<file path="config.mk">
export PLATFORM = sky130hd
export DESIGN_NAME = lnbi2c_top
export DESIGN_NICKNAME = d
export VERILOG_FILES = /design/src/lnbi2c_pkg.sv /design/src/lnbi2c_sync.sv /design/src/lnbi2c_top.sv
export VERILOG_INCLUDE_DIRS = /design/src
export SDC_FILE = /design/constraint.sdc
export NUM_CORES = 1
export LEC_CHECK = 0
export ABC_AREA = 1
export BUFFER_PORTS_ARGS = -buffer_cell sky130_fd_sc_hd__buf_2
export CAP_MARGIN = 10
export CORE_UTILIZATION = 55
export CTS_CLUSTER_DIAMETER = 80
export DETAILED_ROUTE_END_ITERATION = 10
export PLACE_DENSITY_LB_ADDON = 0.05
export REMOVE_ABC_BUFFERS = 1
export SLEW_MARGIN = 15
export SYNTH_ARGS = -nofsm -noshare
export SYNTH_HDL_FRONTEND = slang
export SYNTH_SLANG_ARGS = --single-unit
</file>
<file path="constraint.sdc">
create_clock -name CLK_IN -period 5.6 [get_ports CLK_IN]
set_clock_uncertainty 0.1 [all_clocks]
set_input_delay 0.28 -clock CLK_IN [delete_from_list [all_inputs] [get_ports CLK_IN]]
set_output_delay 0.28 -clock CLK_IN [all_outputs]
set_load 0.02 [all_outputs]
</file>
<file path="src/lnbi2c_defines.svh">
// Constants for the supply-controller two-wire target: addresses, fields, offsets, resets
`ifndef LNBI2C_DEFINES_SVH
`define LNBI2C_DEFINES_SVH

// ----------------------------------------------------------------------
// Two-wire target address and bit counts
// ----------------------------------------------------------------------
`define LNBI2C_ADDR_UPPER 5'h02
`define LNBI2C_BITS_PER_BYTE 4'h8
`define LNBI2C_LAST_RD_BIT 4'h7

// ----------------------------------------------------------------------
// Data byte layout: selector field in the top three bits
// ----------------------------------------------------------------------
`define LNBI2C_SEL_MSB 7
`define LNBI2C_SEL_LSB 5
`define LNBI2C_SEL_STATUS 3'h0
`define LNBI2C_SEL_LAST 3'h3
`define LNBI2C_FAULT_W 5

// ----------------------------------------------------------------------
// APB register byte offsets
// ----------------------------------------------------------------------
`define LNBI2C_OFS_STATUS 8'h00
`define LNBI2C_OFS_TONE 8'h04
`define LNBI2C_OFS_CMD 8'h08
`define LNBI2C_OFS_OUTCTRL 8'h0c
`define LNBI2C_OFS_CTRL 8'h10
`define LNBI2C_OFS_LINKSTAT 8'h14
`define LNBI2C_OFS_XFERCNT 8'h18

// ----------------------------------------------------------------------
// Field positions and reset values
// ----------------------------------------------------------------------
`define LNBI2C_CTRL_LINK_EN_BIT 0
`define LNBI2C_CTRL_RESET 1'b1
`define LNBI2C_SYSREG_RESET 8'h00

`endif

</file>
<file path="src/lnbi2c_pkg.sv">
// Types shared by the supply-controller two-wire target
`default_nettype none

package lnbi2c_pkg;

  // ----------------------------------------------------------------------
  // Link sequencer states
  // ----------------------------------------------------------------------
  typedef enum logic [2:0] {
    ST_IDLE,
    ST_ADDR,
    ST_ADDR_ACK,
    ST_WR,
    ST_WR_ACK,
    ST_RD,
    ST_RD_ACK
  } lnbi2c_state_t;

  // ----------------------------------------------------------------------
  // Whole state of the top module
  // ----------------------------------------------------------------------
  typedef struct packed {
    lnbi2c_state_t st;
    logic scl_d;
    logic sda_d;
    logic [3:0] cnt;
    logic [7:0] shift;
    logic rw;
    logic cont;
    logic [1:0] ptr;
    logic sda_oe;
    logic [3:0][7:0] sysreg;
    logic link_en;
    logic [31:0] rdata;
    logic [15:0] xfer_cnt;
  } lnbi2c_core_t;

endpackage : lnbi2c_pkg

`default_nettype wire

</file>
<file path="src/lnbi2c_sync.sv">
// Two-flop synchroniser for levels entering the system clock domain
`default_nettype none

module lnbi2c_sync #(
  parameter int W = 1,
  parameter logic [W-1:0] RST_VAL = '0
) (
  // Clock and reset
  input wire logic clk_in,
  input wire logic rst_n_in,
  // Asynchronous level in, synchronised level out
  input wire logic [W-1:0] async_in,
  output logic [W-1:0] sync_out
);

  typedef struct packed {
    logic [W-1:0] meta;
    logic [W-1:0] stable;
  } lnbi2c_sync_st_t;

  lnbi2c_sync_st_t cur_reg;
  lnbi2c_sync_st_t cur_next;

  // First flop feeds only the second
  always_comb begin
    cur_next = cur_reg;
    cur_next.meta = async_in;
    cur_next.stable = cur_reg.meta;
  end

  // Register stage, constant reset
  always_ff @(posedge clk_in or negedge rst_n_in) begin
    if (!rst_n_in) begin
      cur_reg <= {RST_VAL, RST_VAL};
    end else begin
      cur_reg <= cur_next;
    end
  end

  assign sync_out = cur_reg.stable;

endmodule : lnbi2c_sync

`default_nettype wire

</file>
<file path="src/lnbi2c_top.sv">
// Two-wire target with register read-back, strap addressing and supply-good reset
//
// Overview of operation
// - After read address accepted, shift a register byte out, MSB first.
// - Controller acknowledge on ninth clock makes the device send another byte.
// - Missing acknowledge on ninth clock ends the read and frees the data line.
// - Read bytes copy system registers; status low bits carry live fault flags.
// - Supply-good low: ignore all bus traffic and never acknowledge.
// - Supply-good low: hold all four system registers at zero.
// - Supply-good high: interface operative, writable register bits accept writes.
// - Both strap pins low gives target address 0001000.
// - Strap pins set the two low address bits, high pin the upper one.
// - Write direction: top three data bits pick tone, command or control register.
`include "lnbi2c_defines.svh"
`default_nettype none

module lnbi2c_top
  import lnbi2c_pkg::*;
#(
  parameter int APB_AW = 8
) (
  // Clock and reset
  input wire logic CLK_IN,
  input wire logic RESETN_IN,
  // Supply monitor and strap pins
  input wire logic SUPPLY_GOOD_IN,
  input wire logic ADDR_SEL_LOW_IN,
  input wire logic ADDR_SEL_HIGH_IN,
  // Live fault flags from the power stage, same clock
  input wire logic [`LNBI2C_FAULT_W-1:0] FAULT_FLAGS_IN,
  // Two-wire bus, open drain data
  input wire logic SCL_IN,
  input wire logic SDA_IN,
  output logic SDA_OUT,
  output logic SDA_OE_OUT,
  // System register contents to the power stages
  output logic [7:0] TONE_CFG_OUT,
  output logic [7:0] COMMAND_CFG_OUT,
  output logic [7:0] OUTPUT_CTRL_OUT,
  // APB slave
  input wire logic PSEL_IN,
  input wire logic PENABLE_IN,
  input wire logic PWRITE_IN,
  input wire logic [APB_AW-1:0] PADDR_IN,
  input wire logic [31:0] PWDATA_IN,
  output logic [31:0] PRDATA_OUT,
  output logic PREADY_OUT,
  output logic PSLVERR_OUT
);

  // ----------------------------------------------------------------------
  // Reset release and input synchronisers
  // ----------------------------------------------------------------------
  logic rst_n;
  logic scl_s;
  logic sda_s;
  logic pg_s;
  logic sel_hi_s;
  logic sel_lo_s;

  // Reset enters asynchronously, leaves on the clock
  lnbi2c_sync #(.W(1), .RST_VAL(1'b0)) u_rst_sync (
    .clk_in(CLK_IN),
    .rst_n_in(RESETN_IN),
    .async_in(1'b1),
    .sync_out(rst_n)
  );

  // Bus lines reset high so no false start is seen
  lnbi2c_sync #(.W(2), .RST_VAL(2'b11)) u_bus_sync (
    .clk_in(CLK_IN),
    .rst_n_in(rst_n),
    .async_in({SCL_IN, SDA_IN}),
    .sync_out({scl_s, sda_s})
  );

  // Supply-good and straps reset low: interface starts blocked
  lnbi2c_sync #(.W(3), .RST_VAL(3'b000)) u_pin_sync (
    .clk_in(CLK_IN),
    .rst_n_in(rst_n),
    .async_in({SUPPLY_GOOD_IN, ADDR_SEL_HIGH_IN, ADDR_SEL_LOW_IN}),
    .sync_out({pg_s, sel_hi_s, sel_lo_s})
  );

  // ----------------------------------------------------------------------
  // Bus events and decode
  // ----------------------------------------------------------------------
  lnbi2c_core_t cur_reg;
  lnbi2c_core_t cur_next;
  logic [6:0] own_addr;
  logic scl_rise;
  logic scl_fall;
  logic start_cond;
  logic stop_cond;
  logic active;
  logic apb_setup;
  logic apb_access;
  logic apb_mapped;
  logic [2:0] wr_sel;

  assign own_addr = {`LNBI2C_ADDR_UPPER, sel_hi_s, sel_lo_s};
  assign scl_rise = scl_s && !cur_reg.scl_d;
  assign scl_fall = !scl_s && cur_reg.scl_d;
  assign start_cond = scl_s && cur_reg.scl_d && cur_reg.sda_d && !sda_s;
  assign stop_cond = scl_s && cur_reg.scl_d && !cur_reg.sda_d && sda_s;
  // Software can also take the target off the bus
  assign active = pg_s && cur_reg.link_en;
  assign apb_setup = PSEL_IN && !PENABLE_IN;
  assign apb_access = PSEL_IN && PENABLE_IN;
  assign wr_sel = cur_reg.shift[`LNBI2C_SEL_MSB:`LNBI2C_SEL_LSB];

  // Read image: index 0 is status with live flags
  function automatic logic [7:0] rd_byte(input logic [1:0] idx,
                                         input logic [3:0][7:0] regs,
                                         input logic [`LNBI2C_FAULT_W-1:0] flt);
    if (idx == 2'h0) begin
      rd_byte = {`LNBI2C_SEL_STATUS, flt};
    end else begin
      rd_byte = regs[idx];
    end
  endfunction : rd_byte

  // Unmapped offsets answer with an error
  always_comb begin
    case (PADDR_IN[7:0])
      `LNBI2C_OFS_STATUS, `LNBI2C_OFS_TONE, `LNBI2C_OFS_CMD,
      `LNBI2C_OFS_OUTCTRL, `LNBI2C_OFS_CTRL, `LNBI2C_OFS_LINKSTAT,
      `LNBI2C_OFS_XFERCNT: apb_mapped = (PADDR_IN >> 8) == '0;
      default: apb_mapped = 1'b0;
    endcase
  end

  // ----------------------------------------------------------------------
  // Next-state logic
  // ----------------------------------------------------------------------
  always_comb begin
    cur_next = cur_reg;
    cur_next.scl_d = scl_s;
    cur_next.sda_d = sda_s;
    // APB read data captured in setup, shown in access
    if (apb_setup) begin
      case (PADDR_IN[7:0])
        `LNBI2C_OFS_STATUS: cur_next.rdata = {24'h0, rd_byte(2'h0, cur_reg.sysreg,
                                                            FAULT_FLAGS_IN)};
        `LNBI2C_OFS_TONE: cur_next.rdata = {24'h0, cur_reg.sysreg[1]};
        `LNBI2C_OFS_CMD: cur_next.rdata = {24'h0, cur_reg.sysreg[2]};
        `LNBI2C_OFS_OUTCTRL: cur_next.rdata = {24'h0, cur_reg.sysreg[3]};
        `LNBI2C_OFS_CTRL: cur_next.rdata = {31'h0, cur_reg.link_en};
        `LNBI2C_OFS_LINKSTAT: cur_next.rdata = {20'h0, cur_reg.st, cur_reg.sda_oe,
                                                 pg_s, own_addr};
        `LNBI2C_OFS_XFERCNT: cur_next.rdata = {16'h0, cur_reg.xfer_cnt};
        default: cur_next.rdata = 32'h0;
      endcase
    end
    // Control write takes effect at the access edge
    if (apb_access && PWRITE_IN && PADDR_IN == APB_AW'(`LNBI2C_OFS_CTRL)) begin
      cur_next.link_en = PWDATA_IN[`LNBI2C_CTRL_LINK_EN_BIT];
    end
    // Two-wire sequencer
    if (!active) begin
      cur_next.st = ST_IDLE;
      cur_next.sda_oe = 1'b0;
      cur_next.cnt = 4'h0;
    end else if (start_cond) begin
      cur_next.st = ST_ADDR;
      cur_next.cnt = 4'h0;
      cur_next.sda_oe = 1'b0;
    end else if (stop_cond) begin
      cur_next.st = ST_IDLE;
      cur_next.sda_oe = 1'b0;
    end else begin
      case (cur_reg.st)
        ST_ADDR: begin
          if (scl_rise) begin
            cur_next.shift = {cur_reg.shift[6:0], sda_s};
            cur_next.cnt = cur_reg.cnt + 4'h1;
          end else if (scl_fall && cur_reg.cnt == `LNBI2C_BITS_PER_BYTE) begin
            // Foreign addresses leave the line alone until the next start
            if (cur_reg.shift[7:1] == own_addr) begin
              cur_next.st = ST_ADDR_ACK;
              cur_next.rw = cur_reg.shift[0];
              cur_next.sda_oe = 1'b1;
              cur_next.xfer_cnt = cur_reg.xfer_cnt + 16'h1;
            end else begin
              cur_next.st = ST_IDLE;
            end
          end
        end
        ST_ADDR_ACK: begin
          if (scl_fall) begin
            cur_next.cnt = 4'h0;
            if (cur_reg.rw) begin
              cur_next.ptr = 2'h0;
              cur_next.shift = rd_byte(2'h0, cur_reg.sysreg, FAULT_FLAGS_IN);
              cur_next.sda_oe = !cur_next.shift[7];
              cur_next.st = ST_RD;
            end else begin
              cur_next.sda_oe = 1'b0;
              cur_next.st = ST_WR;
            end
          end
        end
        ST_WR: begin
          if (scl_rise) begin
            cur_next.shift = {cur_reg.shift[6:0], sda_s};
            cur_next.cnt = cur_reg.cnt + 4'h1;
          end else if (scl_fall && cur_reg.cnt == `LNBI2C_BITS_PER_BYTE) begin
            // Status selector and undefined selectors store nothing
            if (wr_sel != `LNBI2C_SEL_STATUS && wr_sel <= `LNBI2C_SEL_LAST) begin
              cur_next.sysreg[wr_sel[1:0]] = cur_reg.shift;
            end
            cur_next.sda_oe = 1'b1;
            cur_next.st = ST_WR_ACK;
          end
        end
        ST_WR_ACK: begin
          if (scl_fall) begin
            cur_next.sda_oe = 1'b0;
            cur_next.cnt = 4'h0;
            cur_next.st = ST_WR;
          end
        end
        ST_RD: begin
          if (scl_fall) begin
            if (cur_reg.cnt == `LNBI2C_LAST_RD_BIT) begin
              cur_next.sda_oe = 1'b0;
              cur_next.st = ST_RD_ACK;
            end else begin
              cur_next.shift = {cur_reg.shift[6:0], 1'b0};
              cur_next.cnt = cur_reg.cnt + 4'h1;
              cur_next.sda_oe = !cur_reg.shift[6];
            end
          end
        end
        ST_RD_ACK: begin
          if (scl_rise) begin
            cur_next.cont = !sda_s;
            if (!sda_s) begin
              cur_next.ptr = cur_reg.ptr + 2'h1;
            end
          end else if (scl_fall) begin
            if (cur_reg.cont) begin
              cur_next.shift = rd_byte(cur_reg.ptr, cur_reg.sysreg, FAULT_FLAGS_IN);
              cur_next.sda_oe = !cur_next.shift[7];
              cur_next.cnt = 4'h0;
              cur_next.st = ST_RD;
            end else begin
              cur_next.sda_oe = 1'b0;
              cur_next.st = ST_IDLE;
            end
          end
        end
        default: begin
          cur_next.st = ST_IDLE;
          cur_next.sda_oe = 1'b0;
        end
      endcase
    end
    // Supply loss wipes the configuration; keeps power stages off
    if (!pg_s) begin
      cur_next.sysreg = {4{`LNBI2C_SYSREG_RESET}};
    end
  end

  // ----------------------------------------------------------------------
  // State register
  // ----------------------------------------------------------------------
  always_ff @(posedge CLK_IN or negedge rst_n) begin
    if (!rst_n) begin
      cur_reg <= '0;
      cur_reg.st <= ST_IDLE;
      cur_reg.scl_d <= 1'b1;
      cur_reg.sda_d <= 1'b1;
      cur_reg.link_en <= `LNBI2C_CTRL_RESET;
    end else begin
      cur_reg <= cur_next;
    end
  end

  // ----------------------------------------------------------------------
  // Outputs
  // ----------------------------------------------------------------------
  // Open drain: only ever pulls low
  assign SDA_OUT = 1'b0;
  assign SDA_OE_OUT = cur_reg.sda_oe;
  assign TONE_CFG_OUT = cur_reg.sysreg[1];
  assign COMMAND_CFG_OUT = cur_reg.sysreg[2];
  assign OUTPUT_CTRL_OUT = cur_reg.sysreg[3];
  // Zero wait states; data already captured in setup
  assign PREADY_OUT = 1'b1;
  assign PRDATA_OUT = cur_reg.rdata;
  assign PSLVERR_OUT = apb_access && !apb_mapped;
endmodule : lnbi2c_top

`default_nettype wire

</file>
After elaboration in Yosys (flattened, before gate mapping) --
Index checks and enable logic that the tools add are counted.
Storage, ports and cells: latch bits 0, RAM bits 0, ROM bits 0, output and inout port bits 60, logic and storage cells 209, register bits 115, memories kept 0
Operators by class: divide/modulo/power cells 0, reduce and logical (&&, ||, !) cells 40, bitwise operators 3, $add $sub $neg 3, shift operators 0, multipliers 0, multiplexer cells 84, equal/unequal tests 53, order comparisons 4
Operators by type and width (number):
- two-way mux 32 bit | 6
- two-way mux 8 bit | 17
- one-hot mux 16 bit (7 select lines) | 1
- two-way mux 12 bit | 7
- two-way mux 33 bit | 2
- inequality test 5 bit, second input constant | 11
- two-way mux 3 bit | 17
- bitwise mux 32 bit | 1
- inequality test 2 bit, second input constant | 16
- inequality test 4 bit, second input constant | 8
- one-hot mux 8 bit (4 select lines) | 1
- AND reduction 10 bit | 3
- == test 8 x 5 -> 1 bit, second input constant | 3
- one-hot mux 4 bit (5 select lines) | 1
- two-way mux 1 bit | 19
- one-hot mux 3 bit (6 select lines) | 1
- adder 16 x 1 -> 16 bit, second input constant | 1
- binary-select mux 8 bit (select 2 bit) | 1
- demux 8 bit (select 2 bit) | 1
- == test 8 x 4 -> 1 bit, second input constant | 2
- logical AND 1 bit | 16
- two-way mux 16 bit | 1
- AND reduction 7 bit | 2
- two-way mux 4 bit | 3
- other kinds (30) | 46

Depth between registers and ports, before layout --
depth after elaboration 18, depth in mapped cells 12

Modules after synthesis --
A second synthesis with hierarchy kept.
Second synthesis, totals: cell total of the unflattened synthesis 784, area total of the unflattened synthesis 5950.7 µm²
Modules (own cells, without submodules):
- lnbi2c_top | instances 1, area an instance 5645.4 µm², cells each 772
- lnbi2c_sync (u_pin_sync) | instances 1, area an instance 150.1 µm², cells each 6
- lnbi2c_sync (u_bus_sync) | instances 1, area an instance 105.1 µm², cells each 4
- lnbi2c_sync (u_rst_sync) | instances 1, area an instance 50.0 µm², cells each 2

Worst setup path before layout --
OpenSTA, ideal clock, no wires.
kind reg-to-reg, start register cur_reg[82] (netlist bit), end register cur_reg, in the netlist SDA_OE_OUT, clock period less this slack 1.780 ns, setup slack 3.820 ns, data arrival time 1.615 ns, cell stages (with the launch flop) 11, library setup time 0.065 ns, required time 5.435 ns, cell sequence dfrtp_1 inv_1 clkbuf_1 ha_1 clkbuf_1 inv_1 nand2_1 nand2_1 a21oi_1 nand3_1 nand2_1
On the way: longest elaborated chain between the ends 18, elaborated cells between the ends (all ways) 19, classes of those cells mux (17); reduce/logical (2)
Ends and longest elaborated chain:
- start, declared | RTL line lnbi2c_top.sv:88 | lnbi2c_core_t cur_reg;
- start signal, assigned | RTL line lnbi2c_top.sv:276 | cur_reg <= cur_next;
- binary-select mux 8 bit (select 2 bit) | RTL line lnbi2c_top.sv:119 | rd_byte = regs[idx];
- two-way mux 8 bit (implied by the code) | RTL line lnbi2c_top.sv:119
- two-way mux 8 bit * | RTL line lnbi2c_top.sv:116 | if (idx == 2'h0) begin
- two-way mux 8 bit * | RTL line lnbi2c_top.sv:242 | if (cur_reg.cont) begin
- two-way mux 8 bit * | RTL line lnbi2c_top.sv:241 | end else if (scl_fall) begin
- two-way mux 8 bit * | RTL line lnbi2c_top.sv:236 | if (scl_rise) begin
- two-way mux 8 bit * | RTL line lnbi2c_top.sv:172 | case (cur_reg.st)
- two-way mux 8 bit * | RTL line lnbi2c_top.sv:168 | end else if (stop_cond) begin
- [... 2 more ...]
- zero test 1 bit * | RTL line lnbi2c_top.sv:244 | cur_next.sda_oe = !cur_next.shift[7];
- two-way mux 1 bit * | RTL line lnbi2c_top.sv:242
- two-way mux 1 bit * | RTL line lnbi2c_top.sv:241
- two-way mux 1 bit * | RTL line lnbi2c_top.sv:236
- one-hot mux 1 bit (6 select lines) * | RTL line lnbi2c_top.sv:172
- two-way mux 1 bit * | RTL line lnbi2c_top.sv:168
- two-way mux 1 bit * | RTL line lnbi2c_top.sv:164 | end else if (start_cond) begin
- two-way mux 1 bit * | RTL line lnbi2c_top.sv:160 | if (!active) begin
Mark *: on every way between the ends. The rest lies on a longest branch, timed or not. The select of a mux whose other input is x is not followed. A chain may end at the register's enable or synchronous reset.

Worst setup path after layout --
start register cur_reg[82] (netlist bit), end register cur_reg[90] (netlist bit)
On the way: longest elaborated chain between the ends 14, elaborated cells between the ends (all ways) 15, classes of those cells mux (14); reduce/logical (1)
Ends and longest elaborated chain (RTL line):
- binary-select mux 8 bit (select 2 bit) | lnbi2c_top.sv:119
- two-way mux 8 bit (implied by the code) | lnbi2c_top.sv:119
- two-way mux 8 bit * | lnbi2c_top.sv:116
- two-way mux 8 bit * | lnbi2c_top.sv:242
- two-way mux 8 bit * | lnbi2c_top.sv:241
- two-way mux 8 bit * | lnbi2c_top.sv:236
- two-way mux 8 bit * | lnbi2c_top.sv:172
- two-way mux 8 bit * | lnbi2c_top.sv:168
- two-way mux 8 bit * | lnbi2c_top.sv:164
- two-way mux 8 bit * | lnbi2c_top.sv:160
- two-way mux 12 bit * | lnbi2c_top.sv:242
- two-way mux 12 bit * | lnbi2c_top.sv:241
- two-way mux 12 bit * | lnbi2c_top.sv:236
- one-hot mux 8 bit (4 select lines) * | lnbi2c_top.sv:172
Marks and branches as above.

==> results.json <==
{
  "max_slew_margin": 0.240,
  "crit_required_ns": 5.79,
  "timing.rr.start": "cur_reg[82]",
  "core.rowCount": 37,
  "synth.ff_latch_count": 98,
  "coreArea_um2": 10400,
  "syn_area_per_cell_um2": 7.20,
  "tritoncts": "done",
  "min_path_type": "input pin to register",
  "floorplan.initialDensity": 0.569,
  "place.gp.congestion": 0.918,
  "finalCriticalPeriod_ns": 2.32,
  "setup.worst_path.start_class": "register",
  "drt_iter0_drc": 406,
  "maxClockFrequency_mhz": 430,
  "postLayoutSetupSlackWorst_ns": 3.28,
  "power_leakage_nw": 3.32,
  "final-max-slew-violation-count": 0,
  "gr-total-overflow": 0,
  "clockBufferDepth": 2,
  "io_buffer_count": 65,
  "status": "finished clean",
  "power_w": 0.00137,
  "post_synthesis_share_of_cell_area_spent_on_full_adders_half_adders_and_majority_gates": 0.00849,
  "max_cap_violations": 0,
  "setup_repair_after_global_routing_missed_its_margin": "no",
  "setup.worst_path.end_class": "register",
  "hpwlAfterDp_um": 11100,
  "complex_gate_fraction_of_the_synthesized_area": 0.0919,
  "worst_path_max_fanout": 22,
  "grt_max_degree": 62,
  "multiplexer_share_of_the_synthesized_area": 0,
  "cts_htree_levels": 3,
  "clk_transition_reported_paths_ns": 0.10,
  "die_height_um": 106,
  "setup-tns-final_ns": 0,
  "netlist_area_um2": 5900,
  "place_area_um2": 5950,
  "postRouteAntennaNets": 0,
  "worst-r2r-setup-slack_ns": 3.28,
  "drc": 0,
  "synth_top_family_by_area": "simple AND/OR/NAND/NOR gates",
  "synth_seq_area_share": 0.417,
  "r2r-end": "cur_reg[90]",
  "worstMarginPinSlew_ns": 1.14,
  "reg2regPathDepth": 8,
  "worst_path_max_delay_cell": "dfrtp_1",
  "timing.critical_path.arrival_ns": 2.51,
  "clkSinkCount": 98,
  "fill_cells": 999,
  "grt_usage": 0.286,
  "largest_register_ffs": 46,
  "io_pins": 115,
  "dp_slack_ns": 3.27,
  "startpoint": "cur_reg[82]",
  "setup_viol": 0,
  "drt_pass1_iterations": 5,
  "routedWlPerCell_um": 15.1,
  "synth_simple_gate_area_share": 0.312,
  "power.density_cell_area_nw_per_um2": 219,
  "clk-insertion-delay-late_ns": 0.39,
  "yosys_warnings": 0,
  "num_antenna_cells": 0,
  "finalNetCount": 902,
  "grt_pass1_vias": 5007,
  "worst_path_largest_cell_delay_ns": 0.76,
  "vias": 5278,
  "die_area_um2": 11100,
  "timing.setup.critical_path_class": "register to register",
  "hold_viol": 0,
  "crit_end": "cur_reg[90]",
  "synthDistinctLibCells": 33,
  "max-vdd-ir-drop_v": 0.000195,
  "cp_common_cell": "nand2_1",
  "finish.instance_area_um2": 6270,
  "grt_first_pass_wirelength_um": 24600,
  "area_delta_synth_final_pct": 6.30,
  "cp_cell_sequence": "inv_1, ha_1, inv_1, nand3_1, nand2_1, o211ai_1, nand2_1, nand2_1",
  "detail_route.vias_per_cell": 5.36,
  "post_synth_xor_area_fraction": 0.0163,
  "initial_antenna_violation_count": 0,
  "cts_setup_buffers": 0,
  "floorplan.die.width_um": 106,
  "synthCells": 819,
  "finalWirelength_um": 14800,
  "cts_inserted_buffers": 9,
  "clock-root-buffer": "clkbuf_8",
  "drive_gt1_frac": 0.124,
  "min_period_over_period": 0.415,
  "cts_resized": 0
}
[critical path: cells and delay by family (launching register included)]
| family | cells | cell delay, ns |
|---|---|---|
| AND/OR/NAND/NOR | 4 | 0.32 |
| AO/OA/AOI/OAI | 1 | 0.08 |
| flip-flops | 1 | 0.76 |
| buffers and inverters | 2 | 0.56 |
| adder cells (fa/ha/maj) | 1 | 0.41 |
[logic make-up after synthesis]
family          after synthesis
simple gates                432
buf+inv                     177
flops                        98
compound gates               95
xor+xnor                     11
fa+ha+maj                     4
other cells                   2
[layout make-up]
| class | count | area (µm²) | share of cell area |
|---|---|---|---|
| well taps | 136 | 170 | 0.0271 |
| multi-input cells | 561 | 2600 | 0.415 |
| repair buffers | 73 | 400 | 0.0639 |
| flip-flops and latches | 98 | 2460 | 0.393 |
| inverters | 100 | 375 | 0.0599 |
| clock inverters | 6 | 119 | 0.0190 |
| clock buffers | 10 | 138 | 0.0220 |
[how the worst min path moves through the flow]
stage / from / end / cells after the start
after detailed placement: RESETN_IN / u_rst_sync.sync_out / 1
after global placement: RESETN_IN / u_rst_sync.cur_next[0] / 1
after global routing: PWDATA_IN[0] / cur_reg[48] / 3
after CTS: PWDATA_IN[0] / cur_reg[48] / 3
final: PWDATA_IN[0] / cur_reg[48] / 3
after floorplan: RESETN_IN / u_rst_sync.cur_next[0] / 0
[stage by stage]
stage                     cells   util  hold WS, ns
final                       984  0.604       0.0227
after global routing        984  0.604       0.0265
after CTS                   984  0.604       0.0179
after detailed placement    962  0.574      -0.0320
after global placement      962  0.574      -0.0357
after floorplan             759      -       -0.116
[routing by layer]
metal | vias up | part of all wire | GRT usage
met1 | 2463 | 0.46 | 0.401
met5 | - | 0 | 0
met3 | 27 | 0.073 | 0.0637
li1 | 2596 | - | -
met2 | 192 | 0.45 | 0.438
met4 | 0 | 0.019 | 0.100
[placed cells by master, fill, tap and decap left out, types with 12 or more instances in the layout]
cell,instances
buf_2,65
o21ai_0,47
a21oi_1,18
dfrtp_1,90
o211ai_1,12
conb_1,19
inv_1,96
nor3_1,12
nand2_1,228
nor2_1,74
nand3_1,92
[report_power, final]
part	switching [W]	internal [W]	total [W]
clock network	0.000269	0.000315	0.000584
registers	0.00000834	0.000715	0.000723
logic	0.0000484	0.0000156	0.0000640
[cells in the mapped netlist]
cell type	count	area [µm²]
a31oi_1	2	12.5
xor2_1	10	87.6
xnor2_1	1	8.76
nand3_1	92	460
dfrtp_1	91	2280
buf_1	1	3.75
nand3b_1	3	22.5
o31ai_1	9	67.6
and3_1	3	18.8
nand2_2	2	12.5
o22ai_1	6	37.5
conb_1	2	7.51
and2_1	1	6.26
nand2_1	228	856
nand4_1	8	50.1
inv_2	3	11.3
dfstp_2	7	184
nor3b_2	1	12.5
nor2_1	74	278
buf_4	61	458
a311oi_1	1	8.76
a21oi_1	18	90.1
nand3_2	1	10.0
o211ai_1	12	90.1
o21ai_0	47	235
inv_1	96	360
nor2_2	4	25.0
nor3_1	12	60.1
ha_1	4	50.1
clkinv_1	1	3.75
buf_2	4	20.0
clkbuf_1	11	41.3
nor3_2	3	30.0
[timing repair]
item | CTS | global route
hold buffers | 6 | 0
hold endpoints to repair | 7 | 0
setup endpoints to repair | 0 | 0
(Power assumes the default switching activity.)
